$ cat src/logic/fvc_pkg.sv
package fvc_pkg;
  // =========================================================
  // frame framing bytes
  localparam logic [7:0] SOH_BYTE = 8'h01;
  localparam logic [7:0] STX_BYTE = 8'h02;
  localparam logic [7:0] ETX_BYTE = 8'h03;
  localparam logic [7:0] IDLE_FILL = 8'hff;
  // =========================================================
  // status codes
  localparam logic [7:0] ST_ACK = 8'h06;
  localparam logic [7:0] ST_SUM_ERR = 8'h07;
  localparam logic [7:0] ST_NACK = 8'h15;
  localparam logic [7:0] ST_PARAM_ERR = 8'h05;
  // =========================================================
  // command codes and frame_length_field values
  localparam logic [7:0] CMD_VERSION = 8'hc5;
  localparam logic [7:0] CMD_CHECKSUM = 8'hb0;
  localparam logic [7:0] LEN_VERSION = 8'h01;
  localparam logic [7:0] LEN_CHECKSUM = 8'h07;
  localparam logic [7:0] LEN_MAX = 8'h07;
  localparam logic [7:0] STAT_PLEN = 8'h01;
  localparam logic [7:0] VER_PLEN = 8'h03;
  localparam logic [7:0] SUM_PLEN = 8'h02;
  // =========================================================
  // flash geometry
  localparam int ADDR_W = 24;
  localparam int BLOCK_BITS = 11;
  localparam int BLOCK_BYTES = 2048;
  localparam logic [23:0] FLASH_BYTES_DEF = 24'h040000;
  localparam logic [23:0] VERSION_DEF = 24'h010203;
  localparam int BUF_DEPTH = 2;

  // parsed command frame body
  typedef struct packed {
    logic [7:0] cmd;
    logic [23:0] start;
    logic [23:0] stop;
  } cmd_frame_s;
endpackage

$ cat src/logic/flash_cmd_dev.sv
`timescale 1ns/100ps
module flash_cmd_dev
  import fvc_pkg::*;
#(
  parameter logic [23:0] FLASH_BYTES = FLASH_BYTES_DEF,
  parameter logic [23:0] VERSION = VERSION_DEF
) (
  // clock and reset
  input wire logic I_CLK,
  input wire logic I_RSTN,
  // serial link
  input wire logic I_LINK_SCK,
  input wire logic I_LINK_SI,
  output logic O_LINK_SO,
  output logic O_HANDSHAKE_LINE,
  // flash read port, one cycle latency
  output logic [ADDR_W-1:0] O_FLASH_ADDR,
  input wire logic [7:0] I_FLASH_RDATA
);
  typedef enum logic [2:0] {S_RX, S_EVAL, S_SEND, S_DRAIN, S_CALC} state_e;

  // =========================================================
  // helpers
  function automatic logic [7:0] eval_code(input logic bad, input logic [7:0] len,
                                           input cmd_frame_s f, input logic [7:0] acc);
    logic ok_len;
    logic ok_prm;
    ok_len = (f.cmd == CMD_VERSION && len == LEN_VERSION) || (f.cmd == CMD_CHECKSUM && len == LEN_CHECKSUM);
    ok_prm = (f.cmd != CMD_CHECKSUM) || (f.start[BLOCK_BITS-1:0] == '0 && f.stop[BLOCK_BITS-1:0] == '1
              && f.stop >= f.start && f.stop < FLASH_BYTES);
    if (bad || !ok_len) eval_code = ST_NACK;
    else if (acc != 8'h00) eval_code = ST_SUM_ERR;
    else if (!ok_prm) eval_code = ST_PARAM_ERR;
    else eval_code = ST_ACK;
  endfunction

  function automatic logic [7:0] frame_byte(input logic [3:0] idx, input logic [7:0] plen,
                                            input logic [23:0] pay);
    logic [7:0] sum;
    sum = 8'h00 - plen - pay[23:16] - pay[15:8] - pay[7:0];
    if (idx == 4'h0) frame_byte = STX_BYTE;
    else if (idx == 4'h1) frame_byte = plen;
    else if (idx == 4'h2) frame_byte = pay[23:16];
    else if ({4'h0, idx} < plen + 8'h02) frame_byte = (idx == 4'h3) ? pay[15:8] : pay[7:0];
    else if ({4'h0, idx} == plen + 8'h02) frame_byte = sum;
    else frame_byte = ETX_BYTE;
  endfunction

  // =========================================================
  // link sampling
  logic sck_s1_q, sck_s2_q, sck_s3_q, si_s1_q, si_s2_q;
  logic rise, fall, byte_done;
  logic [2:0] bitcnt_q;
  logic [7:0] rxsh_q, rx_byte, txsh_q;
  logic tx_loaded_q;

  // two flops before use; edges seen on the second stage only
  // no reset: the chain fills with the idle pin level, so no false edge follows release
  // limitation: reset must last three clocks or more for the chain to settle
  always_ff @(posedge I_CLK) begin
    {sck_s1_q, sck_s2_q, sck_s3_q} <= {I_LINK_SCK, sck_s1_q, sck_s2_q};
    {si_s1_q, si_s2_q} <= {I_LINK_SI, si_s1_q};
  end

  assign rise = sck_s2_q && !sck_s3_q;
  assign fall = !sck_s2_q && sck_s3_q;
  assign rx_byte = {rxsh_q[6:0], si_s2_q};
  assign byte_done = rise && (bitcnt_q == 3'h7);

  // receive shifter, msb first, sampled on rising link edge
  always_ff @(posedge I_CLK) begin
    if (!I_RSTN) begin
      bitcnt_q <= 3'h0;
      rxsh_q <= 8'h00;
    end else if (rise) begin
      bitcnt_q <= bitcnt_q + 3'h1;
      rxsh_q <= rx_byte;
    end
  end

  // =========================================================
  // response buffer between frame builder and shifter
  logic [7:0] push_data, buf_data;
  logic push_valid, push_ready, buf_valid, pop;

  assign pop = buf_valid && (byte_done || (!tx_loaded_q && bitcnt_q == 3'h0));

  byte_buf #(.W(8), .D(BUF_DEPTH)) u_buf (
    .i_clk(I_CLK),
    .i_rst_n(I_RSTN),
    .i_data(push_data),
    .i_valid(push_valid),
    .o_ready(push_ready),
    .o_data(buf_data),
    .o_valid(buf_valid),
    .i_ready(pop)
  );

  // transmit shifter: loaded before first rising edge, shifts on falling
  always_ff @(posedge I_CLK) begin
    if (!I_RSTN) begin
      txsh_q <= IDLE_FILL;
      tx_loaded_q <= 1'b0;
    end else if (byte_done) begin
      txsh_q <= buf_valid ? buf_data : IDLE_FILL;
      tx_loaded_q <= buf_valid;
    end else if (pop) begin
      txsh_q <= buf_data;
      tx_loaded_q <= 1'b1;
    end else if (fall && bitcnt_q != 3'h0) begin
      txsh_q <= {txsh_q[6:0], 1'b1};
    end
  end

  // =========================================================
  // command frame parser and sequencer
  state_e state_q;
  logic [3:0] rcnt_q, idx_q;
  logic [7:0] len_q, acc_q, plen_q, code;
  logic [7:0] body_q [7];
  logic bad_q, data_next_q, phase_q, frame_done;
  logic [23:0] pay_q;
  logic [15:0] cs_q, cs_next;
  cmd_frame_s frm;

  assign frm = '{cmd: body_q[0], start: {body_q[1], body_q[2], body_q[3]},
                 stop: {body_q[4], body_q[5], body_q[6]}};
  assign code = eval_code(bad_q, len_q, frm, acc_q);
  assign push_valid = (state_q == S_SEND);
  assign push_data = frame_byte(idx_q, plen_q, pay_q);
  assign cs_next = cs_q - {8'h00, I_FLASH_RDATA};
  assign frame_done = byte_done && state_q == S_RX && rcnt_q != 4'h0
                      && ((rcnt_q == 4'h1 && (rx_byte == 8'h00 || rx_byte > LEN_MAX))
                          || {4'h0, rcnt_q} == len_q + 8'h03);

  // byte collection: bad length or missing end byte flags the frame
  always_ff @(posedge I_CLK) begin
    if (!I_RSTN) begin
      rcnt_q <= 4'h0;
      len_q <= 8'h00;
      acc_q <= 8'h00;
      bad_q <= 1'b0;
    end else if (state_q == S_EVAL) begin
      rcnt_q <= 4'h0;
    end else if (byte_done && state_q == S_RX) begin
      if (rcnt_q == 4'h0) begin
        bad_q <= 1'b0;
        if (rx_byte == SOH_BYTE) rcnt_q <= 4'h1;
      end else if (rcnt_q == 4'h1) begin
        len_q <= rx_byte;
        acc_q <= rx_byte;
        rcnt_q <= 4'h2;
        if (rx_byte == 8'h00 || rx_byte > LEN_MAX) bad_q <= 1'b1;
      end else if ({4'h0, rcnt_q} == len_q + 8'h03) begin
        if (rx_byte != ETX_BYTE) bad_q <= 1'b1;
      end else begin
        acc_q <= acc_q + rx_byte;
        rcnt_q <= rcnt_q + 4'h1;
        if ({4'h0, rcnt_q} <= len_q + 8'h01) body_q[rcnt_q[2:0] - 3'h2] <= rx_byte;
      end
    end
  end

  // frame sequencing; waits on the buffer so a stalled link loses nothing
  always_ff @(posedge I_CLK) begin
    if (!I_RSTN) begin
      state_q <= S_RX;
      idx_q <= 4'h0;
      plen_q <= STAT_PLEN;
      pay_q <= 24'h000000;
      data_next_q <= 1'b0;
      phase_q <= 1'b0;
      cs_q <= 16'h0000;
      O_FLASH_ADDR <= '0;
    end else begin
      case (state_q)
        S_RX: begin
          if (frame_done) state_q <= S_EVAL;
        end
        S_EVAL: begin
          pay_q <= {code, 16'h0000};
          plen_q <= STAT_PLEN;
          idx_q <= 4'h0;
          data_next_q <= (code == ST_ACK);
          state_q <= S_SEND;
        end
        S_SEND: begin
          if (push_ready) begin
            idx_q <= idx_q + 4'h1;
            if ({4'h0, idx_q} == plen_q + 8'h03) state_q <= S_DRAIN;
          end
        end
        S_DRAIN: begin
          if (!buf_valid && !tx_loaded_q && bitcnt_q == 3'h0) begin
            data_next_q <= 1'b0;
            state_q <= data_next_q ? S_CALC : S_RX;
            O_FLASH_ADDR <= frm.start;
            cs_q <= 16'h0000;
            phase_q <= 1'b0;
          end
        end
        S_CALC: begin
          idx_q <= 4'h0;
          if (frm.cmd == CMD_VERSION) begin
            pay_q <= VERSION;
            plen_q <= VER_PLEN;
            state_q <= S_SEND;
          end else if (!phase_q) begin
            phase_q <= 1'b1; // address settles, data next cycle
          end else begin
            cs_q <= cs_next;
            phase_q <= 1'b0;
            if (O_FLASH_ADDR == frm.stop) begin
              pay_q <= {cs_next, 8'h00}; // upper byte first
              plen_q <= SUM_PLEN;
              state_q <= S_SEND;
            end else begin
              O_FLASH_ADDR <= O_FLASH_ADDR + 24'h000001;
            end
          end
        end
        default: state_q <= S_RX;
      endcase
    end
  end

  // ready only while listening or once a response byte sits in the shifter
  always_ff @(posedge I_CLK) begin
    if (!I_RSTN) begin
      O_HANDSHAKE_LINE <= 1'b0;
    end else begin
      O_HANDSHAKE_LINE <= (state_q == S_RX && !frame_done)
                          || ((state_q == S_SEND || state_q == S_DRAIN) && tx_loaded_q);
    end
  end

  // serial out from its own flop, loaded with the same next value as the shifter msb
  always_ff @(posedge I_CLK) begin
    if (!I_RSTN) O_LINK_SO <= 1'b1;
    else O_LINK_SO <= (byte_done || pop) ? (buf_valid ? buf_data[7] : 1'b1)
                      : ((fall && bitcnt_q != 3'h0) ? txsh_q[6] : txsh_q[7]);
  end
endmodule

$ cat src/logic/byte_buf.sv
`timescale 1ns/100ps
module byte_buf #(
  parameter int W = 8,
  parameter int D = 2
) (
  input wire logic i_clk,
  input wire logic i_rst_n,
  input wire logic [W-1:0] i_data,
  input wire logic i_valid,
  output logic o_ready,
  output logic [W-1:0] o_data,
  output logic o_valid,
  input wire logic i_ready
);
  localparam int PW = (D > 1) ? $clog2(D) : 1;
  logic [W-1:0] mem_q [D];
  logic [PW-1:0] wp_q;
  logic [PW-1:0] rp_q;
  logic [PW:0] cnt_q;
  logic push;
  logic pop;

  // honest flags straight from the count
  assign o_ready = (cnt_q < (PW+1)'(D));
  assign o_valid = (cnt_q != '0);
  assign o_data = mem_q[rp_q];
  assign push = i_valid && o_ready;
  assign pop = o_valid && i_ready;

  // storage written only on accept
  always_ff @(posedge i_clk) begin
    if (push) begin
      mem_q[wp_q] <= i_data;
    end
  end

  // pointers wrap at depth
  always_ff @(posedge i_clk) begin
    if (!i_rst_n) begin
      wp_q <= '0;
      rp_q <= '0;
      cnt_q <= '0;
    end else begin
      if (push) begin
        wp_q <= (wp_q == PW'(D-1)) ? '0 : wp_q + 1'b1;
      end
      if (pop) begin
        rp_q <= (rp_q == PW'(D-1)) ? '0 : rp_q + 1'b1;
      end
      cnt_q <= cnt_q + (PW+1)'(push) - (PW+1)'(pop);
    end
  end
endmodule

$ cat config.mk
export PLATFORM = sky130hd
export DESIGN_NAME = flash_cmd_dev
export DESIGN_NICKNAME = d
export VERILOG_FILES = /design/src/logic/fvc_pkg.sv /design/src/logic/flash_cmd_dev.sv /design/src/logic/byte_buf.sv
export SDC_FILE = /design/constraint.sdc
export NUM_CORES = 1
export LEC_CHECK = 0
export BUFFER_PORTS_ARGS = -buffer_cell sky130_fd_sc_hd__buf_2
export CORE_MARGIN = 2
export CORE_UTILIZATION = 45
export CTS_CLUSTER_SIZE = 24
export DETAILED_ROUTE_END_ITERATION = 8
export GPL_TIMING_DRIVEN = 0
export PLACE_DENSITY_LB_ADDON = 0.3
export SLEW_MARGIN = 10
export SYNTH_ARGS = -nofsm -noshare
export SYNTH_HDL_FRONTEND = slang
export SYNTH_SLANG_ARGS = --single-unit
$ cat constraint.sdc
create_clock -name I_CLK -period 3.21 [get_ports I_CLK]
set_input_delay 0.1605 -clock I_CLK [delete_from_list [all_inputs] [get_ports I_CLK]]
set_output_delay 0.1605 -clock I_CLK [all_outputs]
set_load 0.02 [all_outputs]
# Word-level counts from Yosys, hierarchy flattened
# Memories as Yosys holds them, arrays and structs flattened. A register that Yosys moved wholly into a read port is not among the register bits.
# Cells that the tools add are included.
[word_totals]
register_bits = 132
ram_bits = 72
mem_count = 2
[classes]
addsub = 19
order_cmp = 6
n_eq_ne = 35
mux = 76
bitwise = 3
n_reduce_logical = 67
[memory_table]
columns = ["name", "depth", "width", "read_ports", "rd_ports_with_merged_regs", "wr", "line_no", "text"]
rows = [
  ["body_q", 7, 8, 7, 0, 1, "flash_cmd_dev.sv:120", "logic [7:0] body_q [7];"],
  ["u_buf.mem_q", 2, 8, 1, 1, 1, "byte_buf.sv:16", "logic [W-1:0] mem_q [D];"],
]
[ops]
columns = ["operator", "count"]
rows = [
  ["2-to-1 mux 24 bit", 7],
  ["2-to-1 mux 8 bit", 15],
  ["case mux 24 bit (2 select lines)", 2],
  ["2-to-1 mux 16 bit", 3],
  ["case mux 16 bit (2 select lines)", 1],
  ["2-to-1 mux 1 bit", 27],
  ["adder 24 x 1 -> 24 bit, second input constant", 1],
  ["adder 8 x 2 -> 8 bit, second input constant", 3],
  ["== test 24 bit", 1],
  ["== test 4 x 8 -> 1 bit", 3],
  [">= comparator 24 bit", 1],
  ["< comparator 24 x 19 -> 1 bit, second input constant", 1],
  ["2-to-1 mux 3 bit", 8],
  ["subtractor 8 bit", 3],
  ["logical AND 1 bit", 21],
  ["2-to-1 mux 4 bit", 5],
  ["== test 8 x 1 -> 1 bit, second input constant", 2],
  ["== test 8 x 3 -> 1 bit, second input constant", 2],
  ["== test 8 bit, second input constant", 2],
  ["case mux 8 bit (2 select lines)", 1],
  ["subtractor 16 x 8 -> 16 bit", 1],
  ["case mux 3 bit (5 select lines)", 1],
  ["!= test 2 bit, second input constant", 7],
  ["AND reduction 4 bit", 3],
  ["other kinds (45)", 85],
]

# Longest topological paths before layout
# Gate-level depths: netlist of run 1.
# An unclocked memory read counts as a cell.
[logic_depth]
depth_word = 11
ltp_mapped = 13

# By module
# A second synthesis of run 1 with hierarchy kept.
[hier_totals]
cells_unflattened = 1207
hier_area_um2 = 11083.1
[by_module_without_submodules]
columns = ["module", "n_inst", "cells_each", "area_each_um2", "seq_area_each_um2"]
rows = [
  ["flash_cmd_dev", 1, 1155, 10261.1, 3983.8],
  ["byte_buf", 1, 52, 822.0, 580.6],
]

# Least setup slack after synthesis of run 1
# No wires, ideal clock.
[synth_path]
kind = "reg-to-reg"
startpoint = "reg plen_q[1]"
endpoint = "mem u_buf.mem_q[0][6] (data pin)"
setup_time_ns = 0.268
t_arrival_ns = 3.046
t_required_ns = 2.942
setup_slack_ns = -0.104
stages_incl_launch_ff = 14
path_buffers = 0
path_cell_list = "dfxtp_1 -> inv_1 -> fa_1 -> fa_1 -> inv_1 -> ha_1 -> inv_1 -> ha_1 -> fa_1 -> a21o_1 -> a21oi_1 -> xnor2_1 -> a222oi_1 -> nor3_1"
[synth_between]
elab_chain_len = 9
[synth_lines]
columns = ["item", "line_no", "text"]
rows = [
  ["from (decl)", "flash_cmd_dev.sv:119", "logic [7:0] len_q, acc_q, plen_q, code;"],
  ["from (signal assigned)", "flash_cmd_dev.sv:169", "plen_q <= STAT_PLEN;"],
  ["from (signal assigned)", "flash_cmd_dev.sv:182", "plen_q <= STAT_PLEN;"],
  ["from (signal assigned)", "flash_cmd_dev.sv:206", "plen_q <= VER_PLEN;"],
  ["subtractor 1 x 8 -> 8 bit", "flash_cmd_dev.sv:40", "sum = 8'h00 - plen - pay[23:16] - pay[15:8] - pay[7:0];"],
  ["subtractor 8 bit (3 in series)", "flash_cmd_dev.sv:40", ""],
  ["2-to-1 mux 8 bit", "flash_cmd_dev.sv:45", "else if ({4'h0, idx} == plen + 8'h02) frame_byte = sum;"],
  ["2-to-1 mux 8 bit *", "flash_cmd_dev.sv:44", "else if ({4'h0, idx} < plen + 8'h02) frame_byte = (idx == 4'h3) ? pay[15:8] : pay[7:0];"],
  ["2-to-1 mux 8 bit *", "flash_cmd_dev.sv:43", "else if (idx == 4'h2) frame_byte = pay[23:16];"],
  ["2-to-1 mux 8 bit *", "flash_cmd_dev.sv:42", "else if (idx == 4'h1) frame_byte = plen;"],
  ["2-to-1 mux 8 bit *", "flash_cmd_dev.sv:41", "if (idx == 4'h0) frame_byte = STX_BYTE;"],
  ["via push_data[6]", "flash_cmd_dev.sv:83", "logic [7:0] push_data, buf_data;"],
  ["to (decl)", "byte_buf.sv:16", ""],
]
# The timed path passes the listed nets; every way through them passes the cells marked *.

# Worst setup path after layout of run 1
[layout_path]
startpoint = "reg pay_q[17]"
endpoint = "mem u_buf.mem_q[0][6] (data pin)"
[layout_between]
elab_chain_len = 8
[layout_lines]
columns = ["item", "line_no", "text"]
rows = [
  ["from (decl)", "flash_cmd_dev.sv:122", "logic [23:0] pay_q;"],
  ["from (signal assigned)", "flash_cmd_dev.sv:181", "pay_q <= {code, 16'h0000};"],
  ["from (signal assigned)", "flash_cmd_dev.sv:214", "pay_q <= {cs_next, 8'h00};"],
  ["subtractor 8 bit (3 in series)", "flash_cmd_dev.sv:40", ""],
  ["2-to-1 mux 8 bit", "flash_cmd_dev.sv:45", ""],
  ["2-to-1 mux 8 bit", "flash_cmd_dev.sv:44", ""],
  ["2-to-1 mux 8 bit", "flash_cmd_dev.sv:43", ""],
  ["2-to-1 mux 8 bit", "flash_cmd_dev.sv:42", ""],
  ["2-to-1 mux 8 bit", "flash_cmd_dev.sv:41", ""],
  ["via push_data[6]", "flash_cmd_dev.sv:83", ""],
]
# The timed path passes the listed nets, and every way through them passes these cells.

==> impl_metrics.env, run 1 <==
export IMPL_post_place_cells=1547
export IMPL_grt_usage_pct=23.2
export IMPL_maxCapViolCount=0
export IMPL_fin_skew_ns=0.0135
export IMPL_netlist_area_leader_share_pct=21.7
export IMPL_startpoint_type="flip-flop"
export IMPL_drc=0
export IMPL_antenna_found_initial=0
export IMPL_status="finished, violations left"
export IMPL_worst_r2r_path_depth=13
export IMPL_finalMaxSlewViolations=0
export IMPL_worstMarginPinSlew_ns=1.10
export IMPL_detail_route_antenna_nets=0
export IMPL_synthTopCellsByCount="dfxtp_1, nand2_1, a21oi_1"
export IMPL_numCtsBuffers=17
export IMPL_start_util_pct=45.7
export IMPL_wirelength_um=29800
export IMPL_p_per_area_nw_per_um2=509
export IMPL_final_nets=1352
export IMPL_io_pins=38
export IMPL_row_count=57
export IMPL_fin_total_pwr_mw=6.33
export IMPL_r2r_start="pay_q[17]"
export IMPL_grt_max_degree=21
export IMPL_reg2reg_slack_ns=-0.0007
export IMPL_vias=9308
export IMPL_viasPerCell=5.86
export IMPL_end_kind="flip-flop"
export IMPL_grt_pass1_vias=8910
export IMPL_power_frac_comb_pct=20.0
export IMPL_synthArstFlopShare_pct=0
export IMPL_power_leakage_nw=4.90
export IMPL_design_area_um2=12400
export IMPL_first_pass_iters=5
export IMPL_finish_utilization_pct=51.4
export IMPL_finalSetupTns_ns=-0.00133
export IMPL_violations="negative setup slack"
export IMPL_holdPathStages=3
export IMPL_clkPwrFrac_pct=34.8
export IMPL_clock_sinks=192
export IMPL_path_clk_slew_ns=0.08
export IMPL_h_tree_depth=4
export IMPL_synth_fp_nets=1287
export IMPL_placed_cell_area_um2=11600
export IMPL_die_y_um=161
export IMPL_port_buffers=36
export IMPL_switching_share_pct=31.4
export IMPL_critPathMaxFanout=2
export IMPL_die_w_um=161
export IMPL_seqPwrFrac_pct=45.2
export IMPL_hold_class="input port to flip-flop"
export IMPL_r2r_end="u_buf.mem_q[0][6]"
export IMPL_max_freq_ghz=0.311
export IMPL_ir_drop_mv=0.356
export IMPL_intPower_mw=4.34
export IMPL_final_cells=1589
export IMPL_holdPathEnd="cs_q[0]"
export IMPL_hold_slack_ns=0.0875
export IMPL_setup_viol=2
export IMPL_setup_slack_ns=-0.000738
export IMPL_pre_cts_slack_ns=-0.508
export IMPL_clockBufferDepth=2
export IMPL_synth_top_area_cell="dfxtp_1"
export IMPL_cp_required_ns=3.40
export IMPL_syn_inst=1187
export IMPL_grt_pass1_wl_um=47000
export IMPL_die_area_um2=25800
export IMPL_worstPathArrival_ns=3.40
export IMPL_yosysMostFrequentCell="dfxtp_1"
export IMPL_net_switching_power_mw=1.99
export IMPL_min_period_ns=3.21
export IMPL_hp_start="I_FLASH_RDATA[0]"
export IMPL_core_area_um2=24200
export IMPL_rsz0062_at_grt="true"
export IMPL_cts_root_buf="clkbuf_16"
export IMPL_drive_gt1_share_pct=12.0
export IMPL_ys_flop_type="dfxtp_1"
export IMPL_drt_iter0_markers=850
export IMPL_synth_edf_count=72
export IMPL_period_share_pct=100
export IMPL_synth_area_um2=11000
export IMPL_synth_avg_cell_area_um2=9.31
export IMPL_cts_tree="yes"
export IMPL_hold_viol=0
export IMPL_ys_seq_elements=192
export IMPL_routabilityCongestion=0.952
export IMPL_relSlewSlack_pct=26.3
export IMPL_synthDistinctLibCells=84
export IMPL_place_hpwl_um=22300
export IMPL_yosys_warnings=0
export IMPL_overflow=0
export IMPL_clock_latency_ns=0.45
export IMPL_crit_type="flip-flop to flip-flop"
export IMPL_syn_to_final_growth_pct=12.4
export IMPL_synth_area_leaders="dfxtp_1, edfxtp_1, ha_1, a21oi_1, nand2_1"
export IMPL_diodes=0
export IMPL_ys_seq_area_share_pct=41.3
export IMPL_wire_per_inst_um=18.8
==> critical path: stages, from the launching register on <==
cell      delay, ns
dfxtp_2        0.35
inv_2          0.04
fa_2           0.38
fa_1           0.48
inv_1          0.04
ha_1           0.26
inv_1          0.04
ha_2           0.18
fa_2           0.35
a21o_1         0.17
a21oi_2        0.14
xnor2_1        0.08
a222oi_1       0.31
nor3_1         0.12
==> placed cells by master (no fill, tap or decap), types with 13 or more instances in the layout <==
master       n
clkbuf_1    32
edfxtp_1    72
and2_1      13
xor2_1      40
clkbuf_16   17
o21ai_0     47
and3_1      16
inv_1       79
nor3_1      28
ha_1        80
nor2_1      77
nand4_1     21
dfxtp_1    115
o21ai_1     14
buf_2       48
o22ai_1     16
a21oi_1     86
xnor2_1     25
nand3_1     25
nand2_1    116
==> timing repair <==
item	in CTS	in global routing
hold endpoints to repair	2	0
hold buffers	2	0
buffers inserted	2	6
pin swaps	9	13
gates resized for setup	12	15
endpoints found under the setup margin	60	63
==> metal layers <==
layer / track usage, % / share of wire, % / wire [µm] / vias up
li1: - / - / - / 4484
met1: 31.1 / 45 / 13300 / 4452
met4: 7.43 / 2.0 / 595 / 0
met3: 5.27 / 7.4 / 2200 / 46
met5: 0 / 0 / 0 / -
met2: 37.4 / 46 / 13700 / 326
==> layout make-up <==
class	instances	area [µm²]
clock buffer	17	425
timing repair buffer	46	273
inverter	83	312
fill	2232	11800
clock inverter	15	179
multi-input combinational	859	6010
sequential	192	4570
tap	324	405
buffer	53	238
==> cells by family (layout without fill, tap and decap cells) <==
logic type               Yosys count  after routing  share of synthesized area, %
multiplexers                      17             17                          1.68
XOR/XNOR                          65             65                          5.15
AND/OR/NAND/NOR                  388            388                          17.9
AO/OA/AOI/OAI                    301            301                          18.5
buffers and inverters            136            214                          4.96
adder cells (fa/ha/maj)           88             88                          10.4
flip-flops                       192            192                          41.3
==> how the worst max path moves through the flow <==
stage	from	endpoint	slack, ns	cells past startpoint
2_1_floorplan	plen_q[1]	u_buf.mem_q[0][6]	0.01	13
3_3_place_gp	len_q[0]	body_q[6][6]	-0.36	9
3_5_place_dp	len_q[0]	body_q[6][7]	-0.51	9
4_1_cts	len_q[0]	body_q[4][1]	-0.17	9
5_1_grt	pay_q[17]	u_buf.mem_q[0][6]	-0.12	13
6_report	pay_q[17]	u_buf.mem_q[0][6]	-0.0007	13
==> power groups by stage <==
stage	combinational [mW]	sequential (mW)	clock (mW)
floorplan	0.900	2.89	0
global route	1.39	2.88	2.33
detailed placement	1.23	2.91	0
finish	1.27	2.86	2.20
global placement	1.20	2.91	0
CTS	1.26	2.85	2.22
==> registers in the layout, summed over array words and instances, names as in the netlist, 4 cells and up, named ones only <==
signal / cells
rxsh_q: 7
txsh_q: 8
acc_q: 8
u_buf.mem_q: 16
cs_q: 16
idx_q: 4
O_FLASH_ADDR: 24
body_q: 56
rcnt_q: 4
pay_q: 17
len_q: 8
(Power assumes the default switching activity.)
==> run 2, diff against run 1 <==
--- a/config.mk
+++ b/config.mk
@@ -13,4 +13,5 @@
 export GPL_TIMING_DRIVEN = 0
 export PLACE_DENSITY_LB_ADDON = 0.3
+export RECOVER_POWER = 50
 export SLEW_MARGIN = 10
 export SYNTH_ARGS = -nofsm -noshare
==> constraint.sdc (replaced) <==
create_clock -name I_CLK -period 2.9 [get_ports I_CLK]
set_input_delay 0.29 -clock I_CLK [delete_from_list [all_inputs] [get_ports I_CLK]]
set_output_delay 0.29 -clock I_CLK [all_outputs]
set_load 0.02 [all_outputs]
==> impl_metrics.env, run 2 (synthesis results as in run 1) <==
export IMPL_drive_gt1_share_pct=11.3
export IMPL_layout_commonest_cell="nand2_1"
export IMPL_core_area_um2=24200
export IMPL_period_share_pct=110
export IMPL_end_kind="flip-flop"
export IMPL_die_area_um2=25800
export IMPL_numCtsBuffers=17
export IMPL_grt_pass1_wl_um=46800
export IMPL_first_pass_iters=5
export IMPL_fin_total_pwr_mw=6.94
export IMPL_viasPerCell=5.91
export IMPL_cts_root_buf="clkbuf_16"
export IMPL_finish_utilization_pct=51.6
export IMPL_row_count=57
export IMPL_hold_class="input port to flip-flop"
export IMPL_place_hpwl_um=21900
export IMPL_worstMarginPinSlew_ns=0.790
export IMPL_power_leakage_nw=4.79
export IMPL_vias=9390
export IMPL_clockBufferDepth=2
export IMPL_rsz0062_at_grt="true"
export IMPL_h_tree_depth=4
export IMPL_cp_required_ns=3.08
export IMPL_wirelength_um=29200
export IMPL_path_clk_slew_ns=0.07
export IMPL_mostFrequentLayoutCells="nand2_1, dfxtp_1, a21oi_1, nor2_1"
export IMPL_routabilityCongestion=0.957
export IMPL_setup_viol=8
export IMPL_clock_sinks=192
export IMPL_grt_max_degree=21
export IMPL_largest_reg_flops=56
export IMPL_io_pins=38
export IMPL_final_nets=1353
export IMPL_p_per_area_nw_per_um2=556
export IMPL_diodes=0
export IMPL_syn_to_final_growth_pct=13.0
export IMPL_wire_per_inst_um=18.4
export IMPL_relSlewSlack_pct=46.9
export IMPL_worstPathArrival_ns=3.36
export IMPL_drc=0
export IMPL_grt_usage_pct=22.8
export IMPL_ir_drop_mv=0.342
export IMPL_antenna_found_initial=0
export IMPL_critPathMaxFanout=2
export IMPL_hold_viol=0
export IMPL_start_util_pct=45.7
export IMPL_port_buffers=36
export IMPL_max_freq_ghz=0.314
export IMPL_min_period_ns=3.18
export IMPL_cts_tree="yes"
export IMPL_maxCapViolCount=0
export IMPL_overflow=0
export IMPL_finalMaxSlewViolations=0
export IMPL_status="finished, violations left"
export IMPL_drt_iter0_markers=912
export IMPL_grt_pass1_vias=8886
export IMPL_num_fill_cells=2169
export IMPL_setup_slack_ns=-0.280
export IMPL_startpoint_type="flip-flop"
export IMPL_crit_type="flip-flop to flip-flop"
export IMPL_violations="negative setup slack"
export IMPL_clock_latency_ns=0.44
export IMPL_fin_skew_ns=0.00794
export IMPL_die_y_um=161
export IMPL_die_w_um=161
export IMPL_detail_route_antenna_nets=0
[run 2: cell count changes in the layout (fill, tap and decap cells not counted), moves of 4 or more]
cell,previous run,this run
inv_1,79,75
ha_1,80,75
ha_4,0,5
buf_2,48,19
inv_2,4,8
clkbuf_1,32,61
[run 2: cell type report]
class                      instances  area (µm²)  area share, %
sequential                       192        4570           36.6
multi-input combinational        859        6110           48.9
clock buffer                      17         425           3.41
buffer                            52         238           1.90
clock inverter                    15         160           1.28
timing repair buffer              48         268           2.14
tap                              324         405           3.25
inverter                          83         312           2.50
[run 2: where the power goes]
group | switching (mW) | internal (mW)
Clock | 1.17 | 1.16
Sequential | 0.183 | 2.99
Combinational | 0.856 | 0.585
Total | 2.21 | 4.73
[run 2: metal layers]
layer	GRT usage [%]	vias to the layer above	share of wire [%]
met4	7.22	0	1.7
li1	-	4477	-
met5	0	-	0
met1	31.5	4525	44
met3	3.85	42	7.2
met2	36.8	346	47
[run 2: path summary, 6_finish.rpt]
check,start,end,slack (ns),cells past startpoint
setup / recovery,pay_q[17],u_buf.mem_q[0][6],-0.28,13
hold / removal,I_FLASH_RDATA[0],cs_q[0],0.23,3
setup reg to reg,pay_q[17],u_buf.mem_q[0][6],-0.28,13
hold reg to reg,si_s1_q,si_s2_q,0.33,0
[run 2: per-stage QoR]
step	hold WS, ns	setup TNS, ns	std cells	cell area, µm²	setup WS [ns]
finish	0.231	-1.12	1590	12500	-0.280
global route	0.243	-5.79	1590	12500	-0.405
CTS	0.233	-1.19	1590	12500	-0.317
detailed placement	0.315	-26.55	1547	11700	-0.539
global placement	0.313	-25.53	1547	11700	-0.533
floorplan	0.310	-0.297	1187	11100	-0.148
[run 2: what timing repair did]
action,CTS,global route
endpoints found under the hold margin,2,0
hold buffers,2,0
endpoints found under the setup margin,69,76
setup buffers,10,0
gates cloned,0,0
pin swaps,18,3
resized for setup,31,19
[run 2: critical path, cell delays in order, from the launching register on]
cell and delay, ns:
dfxtp_2 0.35, inv_2 0.04, fa_2 0.38, fa_1 0.51, inv_2 0.05, ha_4 0.25
inv_2 0.04, ha_4 0.15, fa_2 0.34, a21o_1 0.17, a21oi_2 0.12, xnor2_1 0.08
a222oi_1 0.33, nor3_2 0.10
==> run 3, diff against run 2 <==
Settings changed: ABC_AREA set to 1.
==> impl_metrics.env, run 3 <==
export IMPL_status="finished clean"
export IMPL_viasPerCell=5.32
export IMPL_crit_start="pay_q[9]"
export IMPL_intPower_mw=5.05
export IMPL_period_share_pct=99.9
export IMPL_diodes=0
export IMPL_drive_gt1_share_pct=9.74
export IMPL_num_fill_cells=2456
export IMPL_grt_usage_pct=23.2
export IMPL_maxCapViolCount=0
export IMPL_io_pins=38
export IMPL_rsz0062_at_grt="true"
export IMPL_port_buffers=37
export IMPL_syn_inst=1509
export IMPL_cts_tree="yes"
export IMPL_mostFrequentLayoutCells="nand2_1, inv_1, nor2_1, dfxtp_1, a21oi_1"
export IMPL_drc=0
export IMPL_cts_root_buf="clkbuf_16"
export IMPL_row_count=58
export IMPL_ir_drop_mv=0.404
export IMPL_muxShareOfSynthArea_pct=0
export IMPL_path_clk_slew_ns=0.08
export IMPL_critPathMaxFanout=2
export IMPL_path_delay_family="adder cells"
export IMPL_seqPwrFrac_pct=40.7
export IMPL_yosys_warnings=0
export IMPL_clock_sinks=192
export IMPL_finish_utilization_pct=51.7
export IMPL_r2r_start="pay_q[9]"
export IMPL_wirelength_um=30400
export IMPL_synth_area_um2=11500
export IMPL_startpoint_type="flip-flop"
export IMPL_die_area_um2=26800
export IMPL_ys_flop_type="dfxtp_1"
export IMPL_ys_seq_area_share_pct=39.8
export IMPL_routabilityCongestion=0.945
export IMPL_power_leakage_nw=5.46
export IMPL_grt_pass1_vias=9653
export IMPL_finalMaxSlewViolations=0
export IMPL_crit_type="flip-flop to flip-flop"
export IMPL_placed_cell_area_um2=12100
export IMPL_layout_commonest_cell="nand2_1"
export IMPL_switching_share_pct=38.0
export IMPL_worstPathArrival_ns=3.19
export IMPL_yosysMostFrequentCell="nand2_1"
export IMPL_crit_path_frequent_cell="inv_2"
export IMPL_hold_slack_ns=0.231
export IMPL_wire_per_inst_um=15.8
export IMPL_place_hpwl_um=23000
export IMPL_detail_route_antenna_nets=0
export IMPL_net_switching_power_mw=3.10
export IMPL_worstMarginPinSlew_ns=0.899
export IMPL_synth_compound_area_share_pct=12.6
export IMPL_vias=10223
export IMPL_netlist_area_leader_share_pct=21.0
export IMPL_drt_iter0_markers=895
export IMPL_die_w_um=164
export IMPL_synth_avg_cell_area_um2=7.60
export IMPL_cpMaxStageDelayCell="fa_1"
export IMPL_overflow=0
export IMPL_clock_latency_ns=0.45
export IMPL_final_nets=1678
export IMPL_hold_viol=0
export IMPL_power_frac_comb_pct=30.0
export IMPL_relSlewSlack_pct=40.1
export IMPL_synthDistinctLibCells=50
export IMPL_setup_viol=0
export IMPL_synth_fp_nets=1609
export IMPL_fin_total_pwr_mw=8.14
export IMPL_finalSetupTns_ns=0
export IMPL_start_util_pct=45.7
export IMPL_end_kind="flip-flop"
export IMPL_synth_edf_count=72
export IMPL_worstPathCellList="inv_2 > fa_2 > fa_1 > inv_2 > ha_4 > inv_2 > ha_4 > fa_2 > nand2_2 > nand2_2 > a21oi_2 > inv_2 > a21oi_2 > o21ai_2 > a21oi_2"
export IMPL_hold_class="input port to flip-flop"
export IMPL_synth_area_leaders="dfxtp_1, edfxtp_1, nand2_1, ha_1, inv_1"
export IMPL_synth_top_area_cell="dfxtp_1"
export IMPL_max_freq_ghz=0.345
export IMPL_first_pass_iters=5
export IMPL_p_per_area_nw_per_um2=627
export IMPL_cpPeakStageDelay_ns=0.50
export IMPL_synth_top_family_by_area="simple AND/OR/NAND/NOR gates"
export IMPL_synth_simple_area_share_pct=25.3
export IMPL_h_tree_depth=4
export IMPL_final_cells=1921
export IMPL_pre_cts_slack_ns=-0.404
export IMPL_setup_slack_ns=0.00288
export IMPL_largest_reg_flops=56
export IMPL_timing_critical_path_buf_inv=4
export IMPL_antenna_found_initial=0
export IMPL_hp_start="I_FLASH_RDATA[0]"
export IMPL_min_period_ns=2.90
export IMPL_syn_to_final_growth_pct=13.2
export IMPL_clockBufferDepth=2
export IMPL_yosys_area_share_adder_pct=10.1
export IMPL_die_y_um=164
export IMPL_synthArstFlopShare_pct=0
export IMPL_grt_max_degree=22
export IMPL_grt_pass1_wl_um=48800
export IMPL_cp_required_ns=3.19
export IMPL_design_area_um2=13000
export IMPL_numCtsBuffers=17
export IMPL_core_area_um2=25100
export IMPL_synthTopCellsByCount="nand2_1, inv_1, nor2_1"
export IMPL_ys_seq_elements=192
export IMPL_fin_skew_ns=0.0141
export IMPL_post_place_cells=1876
export IMPL_clkPwrFrac_pct=29.2
export IMPL_synth_xor_area_share_pct=3.90
==> run 3: cell types whose count changed after synthesis, moves of 12 or more <==
cell      before  now
a21oi_1       88  115
o21ai_0       48  106
xor2_1        40   19
o22ai_1       16    4
nand3_1       25   80
and3_1        16    0
nor2_1        83  142
mux2_2        12    0
nand2_1      116  345
clkbuf_1      33   17
and2_1        13    1
inv_1         82  192
==> run 3: cell type report <==
type / instances / area, µm² / area share [%]
multi-input combinational: 1076 / 6140 / 47.3
tap: 330 / 413 / 3.18
buffer: 43 / 211 / 1.63
timing repair buffer: 50 / 292 / 2.25
clock buffer: 17 / 425 / 3.28
clock inverter: 15 / 179 / 1.38
sequential: 192 / 4570 / 35.2
inverter: 198 / 746 / 5.75
==> run 3: power by group through the flow <==
stage          clock network, mW  logic [mW]  registers, mW
3_5_place_dp                   0        2.29           3.36
2_1_floorplan                  0        1.59           3.37
3_3_place_gp                   0        2.25           3.36
5_1_grt                     2.53        2.74           3.34
4_1_cts                     2.42        2.35           3.30
6_report                    2.38        2.45           3.31
==> run 3: metal layers <==
layer	global-route usage [%]	part of all wire, %	up-vias
li1	-	-	5144
met1	31.8	45	4742
met2	38.0	46	294
met3	3.81	6.9	43
met4	6.22	1.9	0
met5	0	0	-
==> run 3: final timing paths <==
kind / end / slack [ns] / cells after the start
setup / recovery: u_buf.mem_q[0][6] / 0.003 / 15
hold / removal: cs_q[0] / 0.23 / 3
setup reg to reg: u_buf.mem_q[0][6] / 0.003 / 15
hold reg to reg: si_s2_q / 0.34 / 0
==> run 3: cell families after synthesis <==
family / after synthesis
AOI/OAI and AO/OA: 266
xor gates and xnor gates: 51
adders and majority gates: 88
buffers and inverters: 241
DFF: 192
and+or+nand+nor: 671
==> run 3: what timing repair did <==
action,4_1_cts,5_1_grt
buffers inserted,4,7
pin swaps,11,12
hold endpoints to repair,2,0
hold buffers,2,0
endpoints found under the setup margin,64,64
resized for setup,17,39
==> run 3: worst register-to-register path, cell delays in order, from the launching register on <==
cell and delay, ns:
dfxtp_2 0.34, inv_2 0.04, fa_2 0.38, fa_1 0.50, inv_2 0.05, ha_4 0.25, inv_2 0.04, ha_4 0.16
fa_2 0.35, nand2_2 0.09, nand2_2 0.05, a21oi_2 0.12, inv_2 0.06, a21oi_2 0.13, o21ai_2 0.07, a21oi_2 0.13
